**src/snc_pkg.sv**
```systemverilog
// package: register map, field layout and types of the signal notification channels
package snc_pkg;
  // apb register byte offsets
  localparam logic [7:0] SIG0_OFF   = 8'h00;
  localparam logic [7:0] SIG1_OFF   = 8'h04;
  localparam logic [7:0] MODE_OFF   = 8'h08;
  localparam logic [7:0] STATUS_OFF = 8'h0c;
  // mode register fields: 1 selects accumulate
  localparam int MODE_SIG0_BIT = 0;
  localparam int MODE_SIG1_BIT = 1;
  // status register fields: pending flags
  localparam int STAT_SIG0_BIT = 0;
  localparam int STAT_SIG1_BIT = 1;
  // reset values
  localparam logic [31:0] SIG_RST  = 32'h0000_0000;
  localparam logic [1:0]  MODE_RST = 2'h0;
  // channel numbers seen by the core's read port
  localparam logic [6:0] CH_SIG0 = 7'h03;
  localparam logic [6:0] CH_SIG1 = 7'h04;
  // width of a scalar channel word
  localparam int WORD_W = 32;
  // sender write carried to a slot
  typedef struct packed {
    logic        wr;
    logic        acc;
    logic [31:0] data;
  } snc_post_s;
  // channel request from the core
  typedef struct packed {
    logic       rd;
    logic       cnt;
    logic [6:0] ch;
  } snc_chreq_s;
endpackage : snc_pkg

```
**src/snc_slot.sv**
```systemverilog
// one notification register with replace/accumulate writes and clearing read
module snc_slot (
  input  wire logic              mclk_i,
  input  wire logic              rst_n_i,
  input  wire snc_pkg::snc_post_s post_i,
  input  wire logic              clr_i,
  output logic [31:0]            value_o,
  output logic                   pend_o
);
  logic [31:0] val_reg;
  logic [31:0] val_next;
  logic        pend_reg;
  logic        pend_next;

  always_comb begin
    val_next  = val_reg;
    pend_next = pend_reg;
    // clear first so a write in the same cycle survives
    if (clr_i) begin
      val_next  = snc_pkg::SIG_RST;
      pend_next = 1'b0;
    end
    if (post_i.wr) begin
      if (post_i.acc) begin
        val_next = (clr_i ? snc_pkg::SIG_RST : val_reg) | post_i.data;
      end else begin
        val_next = post_i.data;
      end
      pend_next = (val_next != snc_pkg::SIG_RST);
    end
  end

  always_ff @(posedge mclk_i or negedge rst_n_i) begin
    if (!rst_n_i) begin
      val_reg  <= snc_pkg::SIG_RST;
      pend_reg <= 1'b0;
    end else begin
      val_reg  <= val_next;
      pend_reg <= pend_next;
    end
  end

  assign value_o = val_reg;
  assign pend_o  = pend_reg;
endmodule : snc_slot

```
**src/snc_top.sv**
```systemverilog
// Our own choices: the address map and the APB interface to the registers.
module snc_top (
  input  wire logic               mclk_i,
  input  wire logic               rst_n_i,
  // apb slave
  input  wire logic               psel_i,
  input  wire logic               penable_i,
  input  wire logic               pwrite_i,
  input  wire logic [7:0]         paddr_i,
  input  wire logic [31:0]        pwdata_i,
  input  wire logic [3:0]         pstrb_i,
  output logic                    pready_o,
  output logic [31:0]             prdata_o,
  output logic                    pslverr_o,
  // local core channel port, read-only
  input  wire snc_pkg::snc_chreq_s ch_req_i,
  output logic                    ch_ack_o,
  output logic [31:0]             ch_data_o,
  output logic [1:0]              pending_o
);
  typedef enum logic [1:0] {SNC_IDLE, SNC_WAIT, SNC_DONE} snc_ch_e;

  function automatic logic [31:0] pend_count(input logic p);
    pend_count = {31'h0000_0000, p};
  endfunction : pend_count

  // apb decode; one wait-free access phase
  logic        acc_en;
  logic        wr_en;
  logic        hit;
  assign acc_en = psel_i & penable_i;
  assign wr_en  = acc_en & pwrite_i & (pstrb_i == 4'hf);
  assign hit    = (paddr_i == snc_pkg::SIG0_OFF) | (paddr_i == snc_pkg::SIG1_OFF) |
                  (paddr_i == snc_pkg::MODE_OFF) | (paddr_i == snc_pkg::STATUS_OFF);

  logic [1:0]  mode_reg;
  logic [1:0]  mode_next;
  logic [31:0] prdata_reg;
  logic [31:0] prdata_next;
  logic        pready_reg;
  logic        pready_next;
  logic        pslverr_reg;
  logic        pslverr_next;

  logic [31:0] val0;
  logic [31:0] val1;
  logic        pnd0;
  logic        pnd1;
  logic        clr0;
  logic        clr1;
  snc_pkg::snc_post_s post0;
  snc_pkg::snc_post_s post1;

  always_comb begin
    post0.wr   = wr_en & (paddr_i == snc_pkg::SIG0_OFF);
    post0.acc  = mode_reg[snc_pkg::MODE_SIG0_BIT];
    post0.data = pwdata_i;
    post1.wr   = wr_en & (paddr_i == snc_pkg::SIG1_OFF);
    post1.acc  = mode_reg[snc_pkg::MODE_SIG1_BIT];
    post1.data = pwdata_i;
  end

  // replace and accumulate handling live in the slot
  snc_slot u_slot0 (
    .mclk_i  (mclk_i),
    .rst_n_i (rst_n_i),
    .post_i  (post0),
    .clr_i   (clr0),
    .value_o (val0),
    .pend_o  (pnd0)
  );
  snc_slot u_slot1 (
    .mclk_i  (mclk_i),
    .rst_n_i (rst_n_i),
    .post_i  (post1),
    .clr_i   (clr1),
    .value_o (val1),
    .pend_o  (pnd1)
  );

  always_comb begin
    mode_next    = mode_reg;
    prdata_next  = 32'h0000_0000;
    pready_next  = psel_i & ~penable_i;
    pslverr_next = psel_i & ~penable_i & ~hit;
    if (wr_en && paddr_i == snc_pkg::MODE_OFF) begin
      mode_next = pwdata_i[1:0];
    end
    if (psel_i && !penable_i && !pwrite_i) begin
      case (paddr_i)
        snc_pkg::SIG0_OFF:   prdata_next = val0;
        snc_pkg::SIG1_OFF:   prdata_next = val1;
        snc_pkg::MODE_OFF:   prdata_next = {30'h0000_0000, mode_reg};
        snc_pkg::STATUS_OFF: prdata_next = {30'h0000_0000, pnd1, pnd0};
        default:             prdata_next = 32'h0000_0000;
      endcase
    end
  end

  // channel side
  snc_ch_e     st_reg;
  snc_ch_e     st_next;
  logic [6:0]  ch_reg;
  logic [6:0]  ch_next;
  logic        ack_reg;
  logic        ack_next;
  logic [31:0] cdata_reg;
  logic [31:0] cdata_next;
  logic        bus_sig_wr;
  logic        want0;
  logic        want1;
  logic [6:0]  cur_ch;

  // any bus write to a notification register defers the clearing read
  assign bus_sig_wr = post0.wr | post1.wr;
  assign cur_ch = (st_reg == SNC_WAIT) ? ch_reg : ch_req_i.ch;
  assign want0 = (cur_ch == snc_pkg::CH_SIG0);
  assign want1 = (cur_ch == snc_pkg::CH_SIG1);

  always_comb begin
    st_next    = st_reg;
    ch_next    = ch_reg;
    ack_next   = 1'b0;
    cdata_next = cdata_reg;
    clr0       = 1'b0;
    clr1       = 1'b0;
    case (st_reg)
      SNC_IDLE: begin
        if (ch_req_i.cnt) begin
          ack_next = 1'b1;
          // count shows pending only, reserved channels give zero
          cdata_next = want0 ? pend_count(pnd0) :
                       want1 ? pend_count(pnd1) : 32'h0000_0000;
          st_next = SNC_DONE;
        end else if (ch_req_i.rd) begin
          ch_next = ch_req_i.ch;
          if (!want0 && !want1) begin
            ack_next   = 1'b1;
            cdata_next = 32'h0000_0000;
            st_next    = SNC_DONE;
          end else begin
            st_next = SNC_WAIT;
          end
        end
      end
      SNC_WAIT: begin
        // stall until pending; bus write to a slot has priority
        if (!bus_sig_wr && ((want0 && pnd0) || (want1 && pnd1))) begin
          ack_next   = 1'b1;
          cdata_next = want0 ? val0 : val1;
          clr0       = want0;
          clr1       = want1;
          st_next    = SNC_DONE;
        end
      end
      SNC_DONE: begin
        st_next = SNC_IDLE;
      end
      default: begin
        st_next = SNC_IDLE;
      end
    endcase
  end

  always_ff @(posedge mclk_i or negedge rst_n_i) begin
    if (!rst_n_i) begin
      mode_reg    <= snc_pkg::MODE_RST;
      prdata_reg  <= 32'h0000_0000;
      pready_reg  <= 1'b0;
      pslverr_reg <= 1'b0;
      st_reg      <= SNC_IDLE;
      ch_reg      <= 7'h00;
      ack_reg     <= 1'b0;
      cdata_reg   <= 32'h0000_0000;
    end else begin
      mode_reg    <= mode_next;
      prdata_reg  <= prdata_next;
      pready_reg  <= pready_next;
      pslverr_reg <= pslverr_next;
      st_reg      <= st_next;
      ch_reg      <= ch_next;
      ack_reg     <= ack_next;
      cdata_reg   <= cdata_next;
    end
  end

  // pending flags registered for the outside; no interrupt is raised
  logic [1:0] pend_reg;
  logic [1:0] pend_next;
  always_comb begin
    pend_next = {pnd1, pnd0};
  end
  always_ff @(posedge mclk_i or negedge rst_n_i) begin
    if (!rst_n_i) begin
      pend_reg <= 2'h0;
    end else begin
      pend_reg <= pend_next;
    end
  end

  assign pready_o  = pready_reg;
  assign prdata_o  = prdata_reg;
  assign pslverr_o = pslverr_reg;
  assign ch_ack_o  = ack_reg;
  assign ch_data_o = cdata_reg;
  assign pending_o = pend_reg;

  // checks
  a_clear_after_read: assert property (@(posedge mclk_i) disable iff (!rst_n_i)
    (st_reg == SNC_WAIT && clr0 && !post0.wr)
    |=> (val0 == 32'h0000_0000 && !pnd0))
    else $error("channel read did not clear register 0");

  a_clear_read_one: assert property (@(posedge mclk_i) disable iff (!rst_n_i)
    (st_reg == SNC_WAIT && clr1 && !post1.wr)
    |=> (val1 == 32'h0000_0000 && !pnd1))
    else $error("channel read did not clear register 1");

  a_bus_read_keeps: assert property (@(posedge mclk_i) disable iff (!rst_n_i)
    (acc_en && !pwrite_i && !clr0 && !post0.wr)
    |=> ($stable(val0) && $stable(pnd0)))
    else $error("bus read altered register 0");

  a_bus_read_one: assert property (@(posedge mclk_i) disable iff (!rst_n_i)
    (acc_en && !pwrite_i && !clr1 && !post1.wr)
    |=> ($stable(val1) && $stable(pnd1)))
    else $error("bus read altered register 1");

  a_stall_no_pend: assert property (@(posedge mclk_i) disable iff (!rst_n_i)
    (st_reg == SNC_WAIT && !pnd0 && !pnd1)
    |=> !ack_reg)
    else $error("channel read completed with nothing pending");

  a_ack_one_cycle: assert property (@(posedge mclk_i) disable iff (!rst_n_i)
    ack_reg
    |=> !ack_reg)
    else $error("channel answer stood longer than one cycle");

  a_replace_write: assert property (@(posedge mclk_i) disable iff (!rst_n_i)
    (post0.wr && !post0.acc)
    |=> (val0 == $past(pwdata_i)))
    else $error("replace write did not overwrite register 0");

  a_replace_one: assert property (@(posedge mclk_i) disable iff (!rst_n_i)
    (post1.wr && !post1.acc)
    |=> (val1 == $past(pwdata_i)))
    else $error("replace write did not overwrite register 1");

  a_or_write: assert property (@(posedge mclk_i) disable iff (!rst_n_i)
    (post1.wr && post1.acc && !clr1)
    |=> (val1 == ($past(val1) | $past(pwdata_i))))
    else $error("accumulate write did not or in");

  a_or_write_zero: assert property (@(posedge mclk_i) disable iff (!rst_n_i)
    (post0.wr && post0.acc && !clr0)
    |=> (val0 == ($past(val0) | $past(pwdata_i))))
    else $error("accumulate write did not or into register 0");

  a_reserved_zero: assert property (@(posedge mclk_i) disable iff (!rst_n_i)
    (st_reg == SNC_IDLE && (ch_req_i.rd || ch_req_i.cnt) && !want0 && !want1)
    |=> (ack_reg && ch_data_o == 32'h0000_0000))
    else $error("reserved channel returned nonzero");

  a_bus_priority: assert property (@(posedge mclk_i) disable iff (!rst_n_i)
    bus_sig_wr
    |-> !(clr0 || clr1))
    else $error("channel clear collided with bus write");

  a_count_value: assert property (@(posedge mclk_i) disable iff (!rst_n_i)
    (st_reg == SNC_IDLE && ch_req_i.cnt && want1)
    |=> (ch_data_o == {31'h0, $past(pnd1)}))
    else $error("count does not match pending");

  a_count_zero: assert property (@(posedge mclk_i) disable iff (!rst_n_i)
    (st_reg == SNC_IDLE && ch_req_i.cnt && want0)
    |=> (ch_data_o == {31'h0, $past(pnd0)}))
    else $error("count of register 0 does not match pending");

  a_read_data_zero: assert property (@(posedge mclk_i) disable iff (!rst_n_i)
    (st_reg == SNC_WAIT && clr0)
    |=> (ch_ack_o && ch_data_o == $past(val0)))
    else $error("channel read of register 0 returned wrong word");

  a_read_data_one: assert property (@(posedge mclk_i) disable iff (!rst_n_i)
    (st_reg == SNC_WAIT && clr1)
    |=> (ch_ack_o && ch_data_o == $past(val1)))
    else $error("channel read of register 1 returned wrong word");

  a_pend_track_zero: assert property (@(posedge mclk_i) disable iff (!rst_n_i)
    pnd0 == (val0 != 32'h0000_0000))
    else $error("pending flag of register 0 disagrees with contents");

  a_pend_track_one: assert property (@(posedge mclk_i) disable iff (!rst_n_i)
    pnd1 == (val1 != 32'h0000_0000))
    else $error("pending flag of register 1 disagrees with contents");

  a_pend_out_copy: assert property (@(posedge mclk_i) disable iff (!rst_n_i)
    1'b1
    |=> (pending_o[0] == $past(pnd0) && pending_o[1] == $past(pnd1)))
    else $error("pending output does not follow the registers");

  a_bus_ready: assert property (@(posedge mclk_i) disable iff (!rst_n_i)
    (psel_i && !penable_i)
    |=> pready_o)
    else $error("bus access phase without ready");

  a_bus_rdata_zero: assert property (@(posedge mclk_i) disable iff (!rst_n_i)
    (psel_i && !penable_i && !pwrite_i && paddr_i == snc_pkg::SIG0_OFF)
    |=> (prdata_o == $past(val0)))
    else $error("bus read of register 0 returned wrong word");

  a_bus_rdata_one: assert property (@(posedge mclk_i) disable iff (!rst_n_i)
    (psel_i && !penable_i && !pwrite_i && paddr_i == snc_pkg::SIG1_OFF)
    |=> (prdata_o == $past(val1)))
    else $error("bus read of register 1 returned wrong word");

  a_unmapped_error: assert property (@(posedge mclk_i) disable iff (!rst_n_i)
    (psel_i && !penable_i && !hit)
    |=> pslverr_o)
    else $error("unmapped bus access gave no error");

  a_no_chan_write: assert property (@(posedge mclk_i) disable iff (!rst_n_i)
    (!post0.wr && !clr0 && !post1.wr && !clr1)
    |=> ($stable(val0) && $stable(val1)))
    else $error("register changed without bus write or clearing read");

  a_wait_own_ch: assert property (@(posedge mclk_i) disable iff (!rst_n_i)
    (st_reg == SNC_WAIT)
    |-> (want0 || want1))
    else $error("channel read waits on a foreign register");
endmodule : snc_top

```
**config.mk**
```make
export PLATFORM = sky130hd
export DESIGN_NAME = snc_top
export DESIGN_NICKNAME = d
export VERILOG_FILES = /design/src/snc_pkg.sv /design/src/snc_slot.sv /design/src/snc_top.sv
export SDC_FILE = /design/constraint.sdc
export NUM_CORES = 1
export LEC_CHECK = 0
export BUFFER_PORTS_ARGS = -buffer_cell sky130_fd_sc_hd__buf_2
export CAP_MARGIN = 20
export CORE_ASPECT_RATIO = 1.4
export CORE_UTILIZATION = 59
export CTS_CLUSTER_DIAMETER = 100
export CTS_CLUSTER_SIZE = 25
export DETAILED_ROUTE_END_ITERATION = 16
export GPL_ROUTABILITY_DRIVEN = 0
export GPL_TIMING_DRIVEN = 0
export PLACE_DENSITY = 0.81
export SYNTH_ARGS = -nofsm -noshare
export SYNTH_HDL_FRONTEND = slang
export SYNTH_SLANG_ARGS = --single-unit
```
**constraint.sdc**
```tcl
create_clock -name mclk_i -period 6.57 [get_ports mclk_i]
set_input_delay 0.3285 -clock mclk_i [delete_from_list [all_inputs] [get_ports mclk_i]]
set_output_delay 0.3285 -clock mclk_i [all_outputs]
set_load 0.02 [all_outputs]
```
# Word-level counts from Yosys, hierarchy flattened
# Cells that the tools add are included.
[word_totals]
reg_bits = 146
out_inout_bits = 69
[classes]
eq_ne = 10
n_mux = 37
n_bitwise = 16
n_reduce_logical = 23
[op_table]
columns = ["cell", "n"]
rows = [
  ["two-way mux 32 bit", 14],
  ["case mux 32 bit (4 select lines)", 1],
  ["OR 32 bit", 2],
  ["case mux 32 bit (2 select lines)", 1],
  ["nonzero test 32 bit", 2],
  ["== test 8 x 4 -> 1 bit (second input constant)", 2],
  ["two-way mux 1 bit", 14],
  ["== test 8 x 3 -> 1 bit (second input constant)", 1],
  ["logical NOT 8 bit", 1],
  ["two-way mux 2 bit", 4],
  ["AND 1 bit", 7],
  ["== test 7 x 2 -> 1 bit (second input constant)", 1],
  ["== test 7 x 3 -> 1 bit (second input constant)", 1],
  ["logical AND 1 bit", 7],
  ["two-way mux 7 bit", 1],
  ["inequality test 3 bit (second input constant)", 2],
  ["nonzero test 2 bit", 3],
  ["logical NOT 1 bit", 5],
  ["== test 4 bit (second input constant)", 1],
  ["OR 1 bit", 4],
  ["case mux 2 bit (2 select lines)", 1],
  ["AND reduction 4 bit", 1],
  ["NOT 1 bit", 3],
  ["AND reduction 3 bit", 1],
  ["other kinds (6)", 6],
]

# Logic depth before layout (Yosys ltp)
# Gate-level depths: netlist of run 1.
[depth]
ltp_word = 15
ltp_mapped = 7
depth_no_buf = 5

# By module
# Synthesis of run 1 repeated with hierarchy kept, for this count alone.
[unflattened]
cells_unflattened = 550
hier_area_um2 = 6457.4
[by_module_without_submodules]
columns = ["module", "instances", "cells_per_inst", "area_each_um2"]
rows = [
  ["snc_top", 1, 352, 3774.9],
  ["snc_slot", 2, 99, 1341.3],
]

# Least setup slack after synthesis of run 1
# Ideal clock, no wire load.
[synth_timing]
kind = "input to register"
from = "input paddr_i[5]"
to = "register u_slot0.val_reg[10], in the netlist u_slot0.value_o[10]"
setup_time_ns = 0.121
arrival_ns = 2.032
path_slack_ns = 4.417
cell_stages = 6
cell_sequence = "or4_4 or4_4 nor2_8 a21oi_2 buf_6 a22o_1"
[synth_between]
elab_chain_len = 12
word_cells_on_any_way = 14
[synth_lines]
columns = ["item", "line_no", "source"]
rows = [
  ["start: declaration", "snc_top.sv:9", "input wire logic [7:0] paddr_i,"],
  ["== test 8 x 3 -> 1 bit / logical NOT 8 bit (equally long branches)", "snc_top.sv:58, snc_top.sv:55", ""],
  ["AND 1 bit, on equally long branches", "snc_top.sv:58, snc_top.sv:55", ""],
  ["OR 1 bit", "snc_top.sv:115", "assign bus_sig_wr = post0.wr | post1.wr;"],
  ["logical NOT 1 bit", "snc_top.sv:148", "if (!bus_sig_wr && ((want0 && pnd0) || (want1 && pnd1))) begin"],
  ["logical AND 1 bit", "snc_top.sv:148", ""],
  ["two-way mux 1 bit", "snc_top.sv:148", ""],
  ["two-way mux 1 bit", "snc_top.sv:127", "case (st_reg)"],
  ["two-way mux 32 bit", "--", ""],
  ["OR 32 bit", "snc_slot.sv:25", "val_next = (clr_i ? snc_pkg::SIG_RST : val_reg) | post_i.data;"],
  ["two-way mux 32 bit", "snc_slot.sv:24", "if (post_i.acc) begin"],
  ["two-way mux 32 bit", "snc_slot.sv:23", "if (post_i.wr) begin"],
  ["two-way mux 32 bit *", "snc_slot.sv:23", ""],
  ["via u_slot0.val_next[10]", "snc_slot.sv:11", "logic [31:0] val_next;"],
  ["end signal: assignment", "snc_slot.sv:35", "val_reg <= snc_pkg::SIG_RST;"],
  ["end signal: assignment", "snc_slot.sv:38", "val_reg <= val_next;"],
  ["end: declaration", "snc_slot.sv:10", "logic [31:0] val_reg;"],
]
# Mark *: on every way through the listed nets, which the timed path passes. The rest lies on a longest branch. The select of a mux whose other input is x is not followed.
# A chain may end at the register's enable or synchronous reset.

# Worst setup path in the final report of run 1
[layout_timing]
from = "register ch_reg[4]"
to = "register cdata_reg[10], in the netlist ch_data_o[10]"
[layout_between]
elab_chain_len = 7
word_cells_on_any_way = 16
[layout_lines]
columns = ["item", "line_no", "source"]
rows = [
  ["start: declaration", "snc_top.sv:103", "logic [6:0] ch_reg;"],
  ["start signal: assignment", "snc_top.sv:181", "ch_reg <= ch_next;"],
  ["two-way mux 7 bit *", "snc_top.sv:116", "assign cur_ch = (st_reg == SNC_WAIT) ? ch_reg : ch_req_i.ch;"],
  ["== test 7 x 2 -> 1 bit / == test 7 x 3 -> 1 bit (equally long branches)", "snc_top.sv:117, snc_top.sv:118", ""],
  ["logical AND 1 bit", "snc_top.sv:148", ""],
  ["logical OR 1 bit", "snc_top.sv:148", ""],
  ["logical AND 1 bit", "snc_top.sv:148", ""],
  ["inequality test 2 x 1 -> 1 bit (no source line)", "--", ""],
  ["AND reduction 4 bit (no source line)", "--", ""],
  ["end signal: assignment", "snc_top.sv:183", "cdata_reg <= cdata_next;"],
  ["end: declaration", "snc_top.sv:107", "logic [31:0] cdata_reg;"],
]
# Every way passes the cells marked *; elsewhere a longest branch is shown, timed or not. The select of a mux whose other input is x is not followed.

==> results.md, run 1 <==
* Synthesized area divided by synthesized cell count at 12.2 um^2
* Post-cts sizing count at 0
* Io pins at between 100 and 150
* Std-Cell Rows at 45
* Register Area at 3650 um^2
* Global-route wire length before repair at between 20000 and 30000 um
* Overall overflow remaining after global route at 0
* Critical path startpoint category: flip-flop
* Worst path top cell family by delay: simple AND/OR/NAND/NOR gates
* Syn Nets at roughly 600
* Critical-path cell with the highest stage delay: nor4_1
* Sequential share of the synthesized area at 0.562
* Number of iterations in the first detailed-routing pass at 5
* Synth cell types at 44
* DR vias at 5113
* Initial Utilization at 0.604
* Yosys synthesis warning count at 0
* Initial antenna violation count at 0
* CP Max Fanout at 10
* Area added between synthesis and finish at 22.5%
* Worst vdd rail ir drop at between 200 and 250 uV
* Worst Tran Pin Value at approximately 0.79 ns
* Cell with the most instances after synthesis: dfrtp_1
* Largest net degree at the start of global routing at between 90 and 100
* Design Power at about 2 mW
* Final Instance Count excl. Fillers at slightly above 800
* Port Buffers at ~130
* Final WL at roughly 16000 um
* Placed Cells incl. Taps at 800
* Portion of the clock cycle consumed by the worst path in the final layout at 0.399
* Root buffer cell: clkbuf_16
* Fillers at ~720
* Count of endpoints failing setup in the final report at 0
* DIE WIDTH at roughly 91 um
* Max frequency at roughly 380 MHz
* Syn Inst Count at 533
* Bufs on Longest Clock Path at 2
* Required arrival time at the worst endpoint at ~7 ns
* Top flip-flop cell by instance count after synthesis: dfrtp_1
* Inserted Clock Buffers at 17
* Vias in the first global route at approximately 5200
* Antenna cells at 0
* Clock sinks at ~150
* Setup tns final at 0 ns
* Final-report hold violation count at 0
* Number of flops mapped to enable cells by yosys at 0
* Final Max Slew Viols at 0
* Total half-perimeter wirelength after legalization and detailed placement at between 10000 and 15000 um
* Async set-reset flop share out of synthesis at 1.00
* Biggest area consumer among synthesized cells: dfrtp_1
* Status: finished, final reports clean
* Top cells by instance count after synthesis: dfrtp_1, nand2_1, a22o_1
* Insertion delay of the later-clocked pin in the worst-skew pair at ~0.42 ns
* Clock input transition at the sequential cells of the worst setup and hold paths at 0.06 ns
* Worst-case setup margin in the final layout at a little under 4 ns
* Depth of the CTS H-tree at 4
* Multi-input logic area at between 2000 and 3000 um^2
* Critical path's largest stage delay at 0.67 ns
* Number of storage elements in the synthesis netlist at around 150
* Kind of capture point of the worst setup path: flip-flop
* Final period demand of the worst path at approximately 2.6 ns
* Crit-path cells: nor4_1 -> and2_1 -> clkbuf_1 -> clkbuf_1 -> nand2_1 -> a21oi_1 -> mux2_4
* Post-layout nets at 737
* Max-slew headroom at the worst pin at 0.476
* Post-Synthesis Cell Area at 6500 um^2
* Most frequent cell on the critical path: clkbuf_1
* Placeable core area at about 11000 um^2
* Area fraction of the dominant cell type after synthesis at 0.562
* P_leak at around 4.0 nW
* Unrepaired setup endpoints after global routing: no
* Clock tree skew after final layout at between 0.006 and 0.007 ns
* Setup Crit Path Kind: flip-flop to flip-flop
* DRC violation count after routing at 0
* Pwr per Cell Area at 250 nW/um^2
* Overall track demand over capacity in global routing at 0.303
* Largest cells by area after synthesis: dfrtp_1, a22o_1, mux2_4
* Critical path buffers and inverters at 2
* Overall die area at ~11000 um^2
* Worst slack, placed at a little over 4 ns
* Count of antenna-violating nets left after detailed routing at 0
* Class of the tightest hold or removal check: input port to flip-flop
* Max-capacitance violation count at 0
* Clock tree from TritonCTS: built
* Arrival time of the worst setup path at 2.97 ns
* Height of the die at between 100 and 150 um
* Routed wire length per instance at approximately 20 um
* Fraction of layout instances using a drive strength above 1 at 0.331
* Number of DRC markers after the initial detailed-route iteration at 404
* Avg Vias per Cell at 6.16
-- layout by cell type (no fill, tap or decap), drive strengths merged, types with 3 or more instances in the layout --
cell and count:
buf 149, dfrtp 146, nand2 67, a22o 64, mux2 40, nor2 36
a21oi 33, mux2i 31, clkbuf 29, nor4 28, nand4 7, clkinv 6
o21ai 5, bufinv 5, nor2b 4, nand3 4, nor3b 4, and3b 3
a31oi 3
-- per-stage QoR --
step / instance area (um^2) / hold slack [ns] / util
detailed placement: 7330 / 0.291 / 0.682
CTS: 7960 / 0.0980 / 0.740
finish: 7960 / 0.111 / 0.740
global placement: 7300 / 0.488 / 0.679
global route: 7960 / 0.109 / 0.740
floorplan: 6500 / 0.0329 / -
-- cells by family (layout without fill, tap and decap cells) --
family | after synthesis | in the layout | share of synthesized area
mux | 73 | 73 | 0.141
compound gates | 110 | 110 | 0.128
simple gates | 168 | 168 | 0.136
flops | 146 | 146 | 0.562
buf+inv | 36 | 192 | 0.0333
-- final cells by class --
type                    instances  area share
inverters                       1    0.000472
clock buffers                  17      0.0534
plain buffers                  35      0.0267
flip-flops and latches        146       0.459
multi-input cells             351       0.330
repair buffers                127      0.0841
well taps                     141      0.0222
clock inverters                12      0.0240
-- what timing repair did --
item,in CTS,in global routing
hold endpoints to repair,48,0
setup buffers,0,0
hold buffers,1,0
-- final timing paths --
check	depth (start not counted)	slack, ns	from	to
worst max-delay path	7	3.95	ch_reg[4]	ch_data_o[10]
worst min-delay path	2	0.11	penable_i	pready_o
worst min register to register	1	0.51	ch_data_o[26]	ch_data_o[26]
worst max register to register	7	3.95	ch_reg[4]	ch_data_o[10]
max in group asynchronous	3	5.35	rst_n_i	u_slot0.value_o[0]
min in group asynchronous	2	0.41	rst_n_i	ch_data_o[17]
-- metal layers --
metal,wire (um),share of wire,track usage
met5,0,0,0
met2,8570,0.52,0.514
met1,6130,0.37,0.359
met3,1180,0.072,0.0725
met4,583,0.035,0.152
-- report_power, final --
part           leakage (nW)  internal [mW]  switching (mW)
sequential             2.03          0.901        0.000907
combinational          1.68         0.0240          0.0443
clock                 0.304          0.663           0.360
total                  4.01           1.59           0.405
Note: power is estimated with default switching activity, not from simulation.
==> inputs of run 2 (changes only) <==
--- a/config.mk
+++ b/config.mk
@@ -8,13 +8,13 @@
 export BUFFER_PORTS_ARGS = -buffer_cell sky130_fd_sc_hd__buf_2
 export CAP_MARGIN = 20
 export CORE_ASPECT_RATIO = 1.4
-export CORE_UTILIZATION = 59
+export CORE_UTILIZATION = 50
 export CTS_CLUSTER_DIAMETER = 100
 export CTS_CLUSTER_SIZE = 25
 export DETAILED_ROUTE_END_ITERATION = 16
 export GPL_ROUTABILITY_DRIVEN = 0
 export GPL_TIMING_DRIVEN = 0
-export PLACE_DENSITY = 0.81
+export PLACE_DENSITY = 0.72
 export SYNTH_ARGS = -nofsm -noshare
 export SYNTH_HDL_FRONTEND = slang
 export SYNTH_SLANG_ARGS = --single-unit
==> constraint.sdc (replaced) <==
create_clock -name mclk_i -period 2.2 [get_ports mclk_i]
set_input_delay 0.11 -clock mclk_i [delete_from_list [all_inputs] [get_ports mclk_i]]
set_output_delay 0.11 -clock mclk_i [all_outputs]
set_load 0.02 [all_outputs]
==> results.md, run 2 (synthesis gave the netlist of run 1 again) <==
* Final period demand of the worst path at around 2.1 ns
* Number of cells on the worst hold path at 3
* Overall die area at roughly 13000 um^2
* Power share of the clock group at 0.527
* Worst-case setup margin in the final layout at ~0.086 ns
* Leading cell type in the layout, fill and taps excluded: dfrtp_1
* CP Max Fanout at 10
* Required arrival time at the worst endpoint at 2.50 ns
* Fraction of power spent switching nets at 0.207
* Critical path buffers and inverters at 1
* Initial antenna violation count at 0
* Class of the tightest hold or removal check: input port to flip-flop
* Clock tree from TritonCTS: built
* Count of endpoints failing setup in the final report at 0
* Antenna cells at 0
* Std-Cell Rows at 48
* Max-capacitance violation count at 0
* Critical path's largest stage delay at 0.53 ns
* Inserted Clock Buffers at 17
* Final-report hold violation count at 0
* Kind of capture point of the worst setup path: flip-flop
* Setup Crit Path Kind: flip-flop to flip-flop
* Met3 routed wirelength at between 900 and 1000 um
* Endpoint with the worst hold slack: prdata_o[0]
* Worst Tran Pin Value at 0.799 ns
* Detailed route wirelength on metal2 at about 9000 um
* Arrival time of the worst setup path at approximately 2.4 ns
* Total half-perimeter wirelength after legalization and detailed placement at ~12000 um
* Status: finished, violations left
* Worst reg2reg path depth at 5
* Clock input transition at the sequential cells of the worst setup and hold paths at 0.06 ns
* R2R Path End: ch_data_o[11]
* Internal Pwr Total at between 4 and 5 mW
* Number of DRC markers after the initial detailed-route iteration at 275
* Largest net degree at the start of global routing at 90
* Insertion delay of the later-clocked pin in the worst-skew pair at 0.42 ns
* Depth of the CTS H-tree at 4
* Io pins at ~130
* Placed Cells incl. Taps at ~810
* Root buffer cell: clkbuf_16
* Fraction of power consumed by sequential logic at 0.431
* Crit-path cells: nor4_4 -> or4b_4 -> nand3_4 -> buf_6 -> mux2_4
* Final Instance Count excl. Fillers at 885
* Failing checks: DRC
* Clock sinks at 146
* Global-route wire length before repair at 27400 um
* Final WL at about 17000 um
* Initial Utilization at 0.520
* Worst vdd rail ir drop at between 400 and 500 uV
* Placeable core area at between 10000 and 15000 um^2
* Number of iterations in the first detailed-routing pass at 13
* P_leak at 4.24 nW
* Height of the die at approximately 140 um
* DRC violation count after routing at 3
* Overall track demand over capacity in global routing at 0.267
* Fraction of layout instances using a drive strength above 1 at 0.321
* Highest metal layer with signal wires: met4
* Vias in the first global route at around 5400
* Pwr per Cell Area at 735 nW/um^2
* Leading cell types in the layout, fill and taps excluded: dfrtp_1, buf_2, nand2_1
* Met1 Wirelength at between 6000 and 7000 um
* Max frequency at between 400 and 500 MHz
* DR vias at around 5300
* Worst path top cell family by delay: simple AND/OR/NAND/NOR gates
* Register-to-register setup slack at 0.09 ns
* Bufs on Longest Clock Path at 2
* Overall overflow remaining after global route at 0
* Area added between synthesis and finish at 30.7%
* Routed wire length per instance at just under 20 um
* Net switching power of the design at between 1 and 1.5 mW
* Setup tns final at 0 ns
* Portion of the clock cycle consumed by the worst path in the final layout at 0.961
* Source of the worst hold timing path: pwrite_i
* Clock tree skew after final layout at roughly 0.0068 ns
* Final Max Slew Viols at 0
* Combinational group share of total power at 0.042
* Final core utilization at 0.680
* Startpoint of the most critical register-to-register path: ch_reg[4]
* DIE WIDTH at 98.3 um
* Avg Vias per Cell at 5.96
* Post-layout nets at just under 800
* Unrepaired setup endpoints after global routing: yes
* Count of antenna-violating nets left after detailed routing at 0
* Port Buffers at ~130
* Critical-path cell with the highest stage delay: or4b_4
* Critical path startpoint category: flip-flop
* Max-slew headroom at the worst pin at 0.467
* Worst slack, placed at -0.329 ns
-- run 2: metrics by stage --
step / instance area [um^2] / hold WS (ns) / power, mW
4_1_cts: 8480 / 0.0356 / 6.28
5_1_grt: 8490 / 0.0389 / 6.42
6_report: 8490 / 0.0391 / 6.24
2_1_floorplan: 6500 / -0.186 / 2.79
3_3_place_gp: 7310 / 0.300 / 2.93
3_5_place_dp: 7340 / 0.119 / 2.95
-- run 2: cell type report --
class                           count  area (um^2)
Multi-Input combinational cell    351         2650
Fill cell                         960         4000
Buffer                             35          220
Timing Repair Buffer              170         1100
Sequential cell                   146         3650
Clock inverter                     15          253
Clock buffer                       17          425
Inverter                            1         3.75
Tap cell                          150          188
-- run 2: worst min-delay path: stages --
cell	delay (ns)
buf_2	0.09
or4b_1	0.16
nor2b_1	0.06
-- run 2: worst max path at each step --
stage	end	start	cells after the start	slack (ns)
2_1_floorplan	ch_data_o[10]	ch_reg[4]	5	0.09
3_3_place_gp	prdata_o[16]	rst_n_i	1	-0.91
3_5_place_dp	ch_data_o[13]	ch_reg[4]	7	-0.33
4_1_cts	ch_data_o[6]	ch_reg[4]	7	0.03
5_1_grt	ch_data_o[11]	ch_reg[4]	5	-0.01
6_report	ch_data_o[11]	ch_reg[4]	5	0.09
-- run 2: power by group through the flow --
stage,registers (mW),logic (mW),clock network (mW)
final,2.69,0.263,3.29
after global routing,2.69,0.286,3.45
after CTS,2.69,0.266,3.33
after detailed placement,2.74,0.205,0
after global placement,2.74,0.191,0
after floorplan,2.74,0.0469,0
-- run 2: timing repair --
action,4_1_cts,5_1_grt
setup buffers,0,0
endpoints found under the setup margin,94,30
hold buffers,44,0
pin swaps,0,1
cloned,0,0
endpoints found under the hold margin,131,0
resized for setup,4,6
-- run 2: layer usage --
layer | global-route usage | vias up
met3 | 0.0501 | 55
met1 | 0.321 | 2660
li1 | - | 2346
met4 | 0.114 | 0
met5 | 0 | -
met2 | 0.470 | 214
==> inputs of run 3 (changes only) <==
--- a/config.mk
+++ b/config.mk
@@ -8,11 +8,11 @@
 export BUFFER_PORTS_ARGS = -buffer_cell sky130_fd_sc_hd__buf_2
 export CAP_MARGIN = 20
 export CORE_ASPECT_RATIO = 1.4
+export CORE_MARGIN = 3
 export CORE_UTILIZATION = 50
 export CTS_CLUSTER_DIAMETER = 100
 export CTS_CLUSTER_SIZE = 25
 export DETAILED_ROUTE_END_ITERATION = 16
-export GPL_ROUTABILITY_DRIVEN = 0
 export GPL_TIMING_DRIVEN = 0
 export PLACE_DENSITY = 0.72
 export SYNTH_ARGS = -nofsm -noshare
==> results.md, run 3 (synthesis gave the netlist of run 1 again) <==
* DRC violation count after routing at 0
* Std-Cell Rows at between 40 and 50
* Final core utilization at 0.673
* Required arrival time at the worst endpoint at ~2.5 ns
* Final WL at around 18000 um
* Arrival time of the worst setup path at between 2 and 2.5 ns
* Vias in the first global route at 5400
* Avg Vias per Cell at 6.00
* Depth of the CTS H-tree at 4
* Max frequency at 475 MHz
* Status: finished, final reports clean
* DR vias at roughly 5300
* Register Area at between 3000 and 4000 um^2
* Placed Cells incl. Taps at 809
* Clock sinks at around 150
* Overall overflow remaining after global route at 0
* P_leak at 4.20 nW
* Antenna cells at 0
* Class of the tightest hold or removal check: input port to flip-flop
* Routed wire length per instance at around 20 um
* Number of iterations in the first detailed-routing pass at 4
* Clock tree from TritonCTS: built
* Io pins at between 100 and 150
* Insertion delay of the later-clocked pin in the worst-skew pair at 0.43 ns
* Final Instance Count excl. Fillers at between 800 and 900
* Placeable core area at ~12000 um^2
* Clock tree skew after final layout at about 0.011 ns
* Fraction of layout instances using a drive strength above 1 at 0.320
* Portion of the clock cycle consumed by the worst path in the final layout at 0.956
* Post-layout nets at 780
* Fillers at 969
* Root buffer cell: clkbuf_16
* Initial antenna violation count at 0
* Bufs on Longest Clock Path at 2
* Leading cell types in the layout, fill and taps excluded: dfrtp_1, buf_2, nand2_1
* Largest net degree at the start of global routing at between 80 and 90
* Total half-perimeter wirelength after legalization and detailed placement at about 12000 um
* Final-report hold violation count at 0
* Worst hold slack across all endpoints at a little under 0.04 ns
* Initial Utilization at 0.520
* Unrepaired setup endpoints after global routing: no
* Worst vdd rail ir drop at between 600 and 700 uV
* Critical path's largest stage delay at about 0.53 ns
* Final period demand of the worst path at about 2.1 ns
* Height of the die at ~140 um
* Critical path buffers and inverters at 1
* Overall track demand over capacity in global routing at 0.253
* Inserted Clock Buffers at 17
* Multi-input logic area at around 2600 um^2
* CP Max Fanout at 10
* Pwr per Cell Area at roughly 690 nW/um^2
* Number of DRC markers after the initial detailed-route iteration at 270
* Area added between synthesis and finish at 29.4%
* Clock input transition at the sequential cells of the worst setup and hold paths at about 0.060 ns
* Critical-path cell with the highest stage delay: or4b_4
* Worst Tran Pin Value at a little over 0.8 ns
* Port Buffers at about 130
* Setup tns final at 0 ns
* Design Power at just under 6 mW
* Max-capacitance violation count at 0
* DIE WIDTH at approximately 100 um
* Crit-path cells: nor4_4 -> or4b_4 -> nand3_4 -> buf_6 -> mux2_4
* Final Wtd Congestion at between 0.8 and 0.9
* Kind of capture point of the worst setup path: flip-flop
* Count of endpoints failing setup in the final report at 0
* Setup Crit Path Kind: flip-flop to flip-flop
* Leading cell type in the layout, fill and taps excluded: dfrtp_1
* Global-route wire length before repair at around 28000 um
* Count of antenna-violating nets left after detailed routing at 0
* Worst path top cell family by delay: simple AND/OR/NAND/NOR gates
* Final Max Slew Viols at 0
* Critical path startpoint category: flip-flop
* Max-slew headroom at the worst pin at 0.451
* Overall die area at around 14000 um^2
==> run 3: cell types whose count changed in the layout (fill, tap and decap cells not counted) <==
cell        previous run  this run
clkinv_2               1         2
buf_8                  1         0
buf_2                137       135
clkbuf_4               0         2
clkbuf_8               0         2
buf_4                  0         1
clkbuf_1               9        10
clkinvlp_4             2         3
buf_6                  9        10
bufinv_16              6         2
clkinv_4               3         1
==> run 3: worst paths after layout <==
kind / startpoint / end / slack, ns / cells past startpoint
max: ch_reg[3] / ch_data_o[11] / 0.1 / 5
min: paddr_i[6] / pslverr_o / 0.04 / 3
max reg2reg: ch_reg[3] / ch_data_o[11] / 0.1 / 5
min reg2reg: ch_data_o[15] / ch_data_o[15] / 0.51 / 1
max in group asynchronous: rst_n_i / u_slot1.value_o[7] / 1.18 / 3
min in group asynchronous: rst_n_i / ch_ack_o / 0.22 / 2
==> run 3: area by class of cell <==
cell class | count | area share
Multi-Input combinational cell | 351 | 0.315
Clock inverter | 11 | 0.0152
Inverter | 1 | 0.000447
Sequential cell | 146 | 0.435
Timing Repair Buffer | 171 | 0.132
Buffer | 34 | 0.0259
Clock buffer | 21 | 0.0548
Tap cell | 150 | 0.0223
==> run 3: where the power goes <==
group / switching (mW) / internal [mW] / leakage (nW)
Combinational: 0.142 / 0.121 / 1.89
Sequential: 0.00248 / 2.69 / 2.03
Clock: 1.15 / 1.74 / 0.280
==> run 3: per-layer routing <==
metal  wire length, um  share of wire  GRT usage  vias to the layer above
met4               592          0.034      0.106                        0
met3              1130          0.064     0.0609                       48
met1              6730           0.38      0.304                     2640
li1                  -              -          -                     2338
met5                 0              0          0                        -
met2              9190           0.52      0.430                      282
==> run 3: worst reg2reg max path, cell delays in order, from the launching register on <==
cell     delay [ns]
dfrtp_1        0.40
nor4_4         0.38
or4b_4         0.53
nand3_4        0.14
buf_6          0.21
mux2_4         0.33
==> run 3: repair_timing <==
| action | 4_1_cts | 5_1_grt |
|---|---|---|
| pin swaps | 0 | 1 |
| hold endpoints to repair | 135 | 0 |
| resized for setup | 5 | 5 |
| setup buffers | 0 | 1 |
| cloned | 0 | 0 |
| endpoints found under the setup margin | 94 | 29 |
| hold buffers | 44 | 0 |
==> run 3: metrics by stage <==
stage | setup WS [ns] | instance area (um^2)
after floorplan | 0.0856 | 6500
final | 0.0965 | 8410
after detailed placement | -0.357 | 7340
after CTS | 0.0557 | 8390
after global placement | -0.896 | 7310
after global routing | 0.0240 | 8410
